File: src/inc/flash_sec_defs.svh
// register offsets, field positions and reset values of the flash security block
`ifndef FLASH_SEC_DEFS_SVH
`define FLASH_SEC_DEFS_SVH
`define ADDR_OPTION      16'h1800
`define ADDR_CONFIG      16'h1801
`define ADDR_PROTECT     16'h1802
`define ADDR_STATUS      16'h1803
`define KEY_BASE         16'hffb0
`define KEY_LAST         16'hffb7
`define OPT_BACKDOOR_ENABLE_BIT    7
`define OPT_NORED_BIT    6
`define OPT_USED_MASK    8'hc3
`define CFG_RW_MASK      8'he0
`define CFG_KEY_ACCESS_BIT_BIT   5
`define PROT_DIS_BIT     0
`define SEC_UNSECURED    2'h2
`define CONFIG_RESET     8'h00
`define KEY_COUNT        4'h8
`endif

File: src/inc/flash_sec_pkg.sv
// types of the flash security block
package flash_sec_pkg;
  typedef enum logic [1:0] {LOAD, RUN} phase_t;
  typedef struct packed {
    phase_t     phase;
    logic [7:0] option;
    logic [7:0] config_r;
    logic [7:0] protect;
    logic       unsecured;
    logic [3:0] key_count;
    logic       key_ok;
    logic [7:0] rdata;
  } state_t;
endpackage

File: src/core/flash_security_option_protect.sv
// flash option, security, configuration and block protection control
// Notes on behaviour
// - option shadow reloads from stored byte each reset
// - option bits five to two read zero
// - option shadow readable, writes ignored
// - backdoor refused while backdoor enable clear
// - matching eight-byte key unsecures until reset
// - key bytes accepted from firmware only
// - redirect disable bit turns off redirection
// - only code one-zero is unsecured
// - successful blank check unsecures device
// - config bits seven to five writable, rest zero
// - key-access clear sends key writes to commands
// - key-access set routes writes to comparator
// - clearing key-access compares the eight bytes
// - protection shadow reloads from stored byte each reset
// - protection writable only by background debug
// - protect-select sets unprotected high boundary
// - block erase or program inside protected region
// - protection disable bit protects nothing
`timescale 1ns/1ps
`include "flash_sec_defs.svh"
module flash_security_option_protect
  import flash_sec_pkg::*;
#(
  parameter int ADDR_W = 16
)
(
  input  wire logic              SYS_CLK_I,
  input  wire logic              RESET_I,
  input  wire logic [ADDR_W-1:0] ADDR_I,
  input  wire logic [7:0]        WDATA_I,
  input  wire logic              WR_I,
  input  wire logic              RD_I,
  input  wire logic              DEBUG_ACCESS_I,
  input  wire logic [7:0]        STORED_OPTION_BYTE_I,
  input  wire logic [7:0]        STORED_PROTECTION_BYTE_I,
  input  wire logic [63:0]       STORED_BACKDOOR_KEY_I,
  input  wire logic              BLANK_CHECK_PASS_I,
  input  wire logic [ADDR_W-1:0] FLASH_TARGET_I,
  output logic      [7:0]        RDATA_O,
  output logic                   COMMAND_WRITE_O,
  output logic                   SECURE_O,
  output logic                   REDIRECT_ENABLE_O,
  output logic                   TARGET_PROTECTED_O
);

  initial
  begin
    if (ADDR_W < 16)
      $error("address width below 16 cannot reach key window");
  end

  ////////////////////////////////////////////////////////////////////////
  function automatic logic in_key_window(input logic [ADDR_W-1:0] a);
    in_key_window = (a >= ADDR_W'(`KEY_BASE)) && (a <= ADDR_W'(`KEY_LAST));
  endfunction

  function automatic logic [7:0] key_byte(input logic [63:0] k, input logic [3:0] i);
    key_byte = k[63 - 8*i -: 8];
  endfunction

  state_t r;
  state_t next_r;
  logic   key_write;
  logic   key_access_bit_fall;

  ////////////////////////////////////////////////////////////////////////
  // key window writes go to comparator only with key access set
  always_comb
  begin
    key_write = WR_I && in_key_window(ADDR_I) && r.config_r[`CFG_KEY_ACCESS_BIT_BIT];
    // debug traffic never feeds the comparator
    key_write = key_write && !DEBUG_ACCESS_I;
  end
  assign COMMAND_WRITE_O = WR_I && in_key_window(ADDR_I)
                           && !r.config_r[`CFG_KEY_ACCESS_BIT_BIT];
  // any clear restarts the counter, so a debug clear leaves no stale bytes behind
  assign key_access_bit_fall = WR_I && (ADDR_I == ADDR_W'(`ADDR_CONFIG))
                       && r.config_r[`CFG_KEY_ACCESS_BIT_BIT] && !WDATA_I[`CFG_KEY_ACCESS_BIT_BIT];

  always_comb
  begin
    next_r = r;
    if (r.phase == LOAD)
    begin
      // shadows taken one edge after reset release, never in reset itself
      next_r.option  = STORED_OPTION_BYTE_I & `OPT_USED_MASK;
      next_r.protect = STORED_PROTECTION_BYTE_I;
      next_r.phase   = RUN;
    end
    else
    begin
      // option shadow has no bus write path; only unsecuring rewrites its low two bits
      if (WR_I && ADDR_I == ADDR_W'(`ADDR_CONFIG))
        next_r.config_r = WDATA_I & `CFG_RW_MASK;
      if (WR_I && DEBUG_ACCESS_I && ADDR_I == ADDR_W'(`ADDR_PROTECT))
        next_r.protect = WDATA_I;
      if (key_write)
      begin
        // bytes must arrive in ascending address order
        if (r.key_count < `KEY_COUNT)
        begin
          if (ADDR_I != ADDR_W'(`KEY_BASE) + ADDR_W'(r.key_count)
              || WDATA_I != key_byte(STORED_BACKDOOR_KEY_I, r.key_count))
            next_r.key_ok = 1'b0;
          next_r.key_count = r.key_count + 4'h1;
        end
      end
      if (key_access_bit_fall)
      begin
        if (r.key_ok && r.key_count == `KEY_COUNT && !DEBUG_ACCESS_I
            && r.option[`OPT_BACKDOOR_ENABLE_BIT])
          next_r.unsecured = 1'b1;
        next_r.key_count = 4'h0;
        next_r.key_ok    = 1'b1;
      end
      if (BLANK_CHECK_PASS_I)
        next_r.unsecured = 1'b1;
      if (next_r.unsecured)
        next_r.option[1:0] = `SEC_UNSECURED;
    end
    next_r.rdata = 8'h00;
    if (RD_I)
    begin
      unique case (ADDR_I)
        ADDR_W'(`ADDR_OPTION):  next_r.rdata = r.option & `OPT_USED_MASK;
        ADDR_W'(`ADDR_CONFIG):  next_r.rdata = r.config_r & `CFG_RW_MASK;
        ADDR_W'(`ADDR_PROTECT): next_r.rdata = r.protect;
        ADDR_W'(`ADDR_STATUS):  next_r.rdata = {7'h00, SECURE_O};
        default:                next_r.rdata = 8'h00;
      endcase
    end
  end

  always_ff @(posedge SYS_CLK_I or posedge RESET_I)
  begin
    if (RESET_I)
    begin
      r           <= '0;
      r.phase     <= LOAD;
      r.config_r  <= `CONFIG_RESET;
      r.key_ok    <= 1'b1;
    end
    else
      r <= next_r;
  end

  ////////////////////////////////////////////////////////////////////////
  assign RDATA_O           = r.rdata;
  assign SECURE_O          = (r.option[1:0] != `SEC_UNSECURED);
  assign REDIRECT_ENABLE_O = !r.option[`OPT_NORED_BIT];
  // protected region lies above the boundary built from the select field
  assign TARGET_PROTECTED_O = !r.protect[`PROT_DIS_BIT]
    && (FLASH_TARGET_I[15:9] > r.protect[7:1]);

endmodule

File: config.mk
export PLATFORM = sky130hd
export DESIGN_NAME = flash_security_option_protect
export DESIGN_NICKNAME = d
export VERILOG_FILES = /design/src/inc/flash_sec_pkg.sv /design/src/core/flash_security_option_protect.sv
export VERILOG_INCLUDE_DIRS = /design/src /design/src/inc
export SDC_FILE = /design/constraint.sdc
export NUM_CORES = 1
export LEC_CHECK = 0
export ABC_AREA = 0
export BUFFER_PORTS_ARGS = -buffer_cell sky130_fd_sc_hd__buf_2
export CAP_MARGIN = 5
export CORE_MARGIN = 2
export CORE_UTILIZATION = 40
export DETAILED_ROUTE_END_ITERATION = 16
export GPL_TIMING_DRIVEN = 0
export PLACE_DENSITY = 0.8
export RECOVER_POWER = 100
export SYNTH_ARGS = -nofsm -noshare
export SYNTH_HDL_FRONTEND = slang
export SYNTH_SLANG_ARGS = --single-unit
File: constraint.sdc
create_clock -name SYS_CLK_I -period 2.03 [get_ports SYS_CLK_I]
set_input_delay 0.1015 -clock SYS_CLK_I [delete_from_list [all_inputs] [get_ports SYS_CLK_I]]
set_output_delay 0.1015 -clock SYS_CLK_I [all_outputs]
set_load 0.05 [all_outputs]
==> results.md <==
* Run status: finished with violations
* Failing checks: negative setup slack
* H-tree levels at 2
* Fin cells at 453
* Final instance area at 3340 µm²
* Final WS setup at -34.2 ps
* Final nets at 511
* Global-route wire length before repair at 10200 µm
* Buffers on Ports at 122
* Die Width at 81.3 µm
* Simple-gate portion of the synthesized area at 0.192
* Final setup TNS at -34.2 ps
* Hold Path Class: input pin to flop
* Slew Limit Fails at 0
* Cell mode on critical path: o21a_1
* Clk_skew at 4.33 ps
* Initial Utilization at 0.408
* Peak per-stage delay on the critical path at 410 ps
* Post-Synthesis Cells at 237
* Synth warnings at 0
* Seq/Total Area, Yosys at 0.315
* Leakage power at 1.60 nW
* Height of the die at 81.3 µm
* Via-per-instance ratio at 5.19
* EDFF count, synth at 0
* Critical Path AT at 1960 ps
* I/O pin count at 138
* Vias in the first global route at 2324
* Overall Global Routing Usage at 0.206
* Layout cells sized above 1 at 0.487
* Clock Tree Root: clkbuf_8
* Area of the core at 5850 µm²
* Detailed Place HPWL at 5420 µm
* Largest net degree at the start of global routing at 31
* Worst-path maximum fanout at 3
* ANT cells at 0
* Gpl congestion at 0.815
* Synth Area in Adders at 0.0419
* Fin crit period at 2060 ps
* Filler cells at 532
* Clock transition at path regs at 60 ps
* Clk_lat worst skew at 280 ps
* DRT Wirelength at 6810 µm
* Power per Cell Area at 473 nW/µm²
* Worst slew margin at 0.286
* Final setup vio count at 1
* R2R Setup Slk at 40 ps
* Clk buf depth at 2
* DRC violations left at 0
* Worst setup EP type: output pin
* Ys flop type: dfrtp_1
* Part of the cycle the worst path needs at 1.02
* Largest family of logic cells by synthesized area: multiplexers
* Setup CP Type: flop to output pin
* Max-Cap Viols at 0
* CTS tree: yes
* FFs w/ async S/R, synth at 1.00
* Fin. Hold Viols at 0
* RSZ-0062 raised after global routing: true
* Worst VDD drop at 0.224 mV
* Slowest-stage cell, CP: dfrtp_1
* Clk sink count at 30
* Post-route ant nets at 0
* Syn Area/Cell at 10.1 µm²
* Layout area overhead at 40.0%
* Rows at 28
* Most frequent cells in the layout: buf_2 (110), dfrtp_1 (28), nor2_1 (24)
* CTS Buf Count at 5
* Syn_nets at 371
* Compound-Gate Fraction of Synth Area at 0.103
* DIE AREA at 6610 µm²
* Area after DPL at 3090 µm²
* Least-Margin Pin Slew at 1070 ps
* First-pass iteration count of the detailed router at 4
* CP Cell Sequence: inv_2 -> ha_4 -> nor2b_4 -> o21a_1 -> o21a_1 -> o21ai_1 -> nand2b_1 -> a21oi_2 -> o21ai_2 -> buf_6
* Hold Slack at 62.8 ps
* Yosys cell types at 44
* Post-synthesis mux area share at 0.233
* Seq cells post-synth at 30
* Routed WL per cell at 15.0 µm
* Total gr overflow at 0
* Synth Area in XOR/XNOR at 0.0403
* Antenna violations before repair at 0
* Nature of the critical path startpoint: flop
* Dpl cells at 434
* Total number of vias at 2349
* Worst EP required at 1930 ps
* FMAX at 484 MHz
* Mapped cell area at 2390 µm²
* Initial DRC count at 90
* Most common cell after layout, fill and taps aside: buf_2
## cell type report
class,count,area (µm²),area share
inverter,11,41.3,0.0123
clock buffer,8,110,0.0329
sequential,30,753,0.225
timing repair buffer,134,741,0.221
buffer,19,124,0.0370
tap,75,93.8,0.0281
multi-input combinational,176,1480,0.443
## through the flow
step / setup slack, ps / util / power [mW]
after floorplan: 73.2 / - / 0.851
after global placement: -119 / 0.529 / 1.01
after detailed placement: -125 / 0.529 / 1.02
after CTS: -37.9 / 0.567 / 1.59
after global routing: -130 / 0.572 / 1.67
final: -34.2 / 0.572 / 1.58
## worst max-delay path, delay by kind of cell, from the launching register on
family	cells	cell delay, ps
AO/OA/AOI/OAI	5	650
flip-flops	1	410
buffers and inverters	2	230
AND/OR/NAND/NOR	2	200
adder cells (fa/ha/maj)	1	190
## repair_timing
item | 4_1_cts | 5_1_grt
endpoints found under the setup margin | 2 | 2
hold buffers | 0 | 1
pin swaps | 6 | 8
resized for setup | 15 | 7
cloned | 1 | 0
setup buffers | 4 | 5
hold endpoints to repair | 0 | 6
## registers in the layout, summed over array words and instances (netlist names)
register / cells
RDATA_O: 8
r: 22
## logic make-up (layout without fill, tap and decap cells)
logic type,count (synthesis),after routing
compound gates,36,36
xor+xnor,11,11
fa+ha+maj,8,8
buf+inv,31,172
flops,30,30
mux,35,35
other cells,1,1
simple gates,85,85
## cell usage after synthesis, types with 2 or more instances
| cell type | instances | area [µm²] |
|---|---|---|
| o21a_1 | 4 | 30.0 |
| and3_1 | 2 | 12.5 |
| ha_1 | 8 | 100 |
| mux2i_1 | 14 | 140 |
| clkbuf_1 | 3 | 11.3 |
| nor2b_1 | 3 | 18.8 |
| buf_4 | 10 | 75.1 |
| a21oi_1 | 12 | 60.1 |
| nand4_1 | 4 | 25.0 |
| nand2b_1 | 3 | 18.8 |
| nand3_1 | 5 | 25.0 |
| nand2_1 | 17 | 63.8 |
| nor4_1 | 5 | 31.3 |
| or3_1 | 2 | 12.5 |
| mux4_2 | 16 | 360 |
| xnor2_1 | 7 | 61.3 |
| nor2_1 | 24 | 90.1 |
| dfrtp_1 | 29 | 726 |
| nor3_1 | 4 | 20.0 |
| xor2_1 | 4 | 35.0 |
| buf_6 | 2 | 22.5 |
| o21ai_0 | 5 | 25.0 |
| a21oi_2 | 4 | 35.0 |
| nand3b_1 | 5 | 37.5 |
| inv_1 | 11 | 41.3 |
| mux2_2 | 5 | 56.3 |
| buf_2 | 4 | 20.0 |
| a22oi_1 | 6 | 45.0 |
| and2_1 | 4 | 25.0 |
## power breakdown
group | internal, mW | switching [mW]
logic | 0.192 | 0.187
clock network | 0.342 | 0.209
registers | 0.626 | 0.0249
total | 1.16 | 0.421
## routing by layer
metal / routed length, µm / vias up / track usage
met5: 0 / - / 0
met2: 3600 / 109 / 0.389
met4: 76 / 0 / 0.0610
met1: 2680 / 1098 / 0.235
li1: - / 1133 / -
met3: 451 / 9 / 0.0356
## final timing paths
kind,to,startpoint,cells past startpoint
setup / recovery,TARGET_PROTECTED_O,r[16]$_DFFE_PP0P_,10
hold / removal,r[36]$_DFFE_PP0N_,STORED_OPTION_BYTE_I[6],2
setup reg to reg,r[8]$_DFFE_PP1P_,r[10]$_DFFE_PP0P_,9
hold reg to reg,r[13]$_DFFE_PP0P_,r[13]$_DFFE_PP0P_,1
max in group asynchronous,r[9]$_DFFE_PP0P_,RESET_I,4
min in group asynchronous,RDATA_O[0]$_DFF_PP0_,RESET_I,3
No activity file was read; power rests on OpenSTA's default activity.
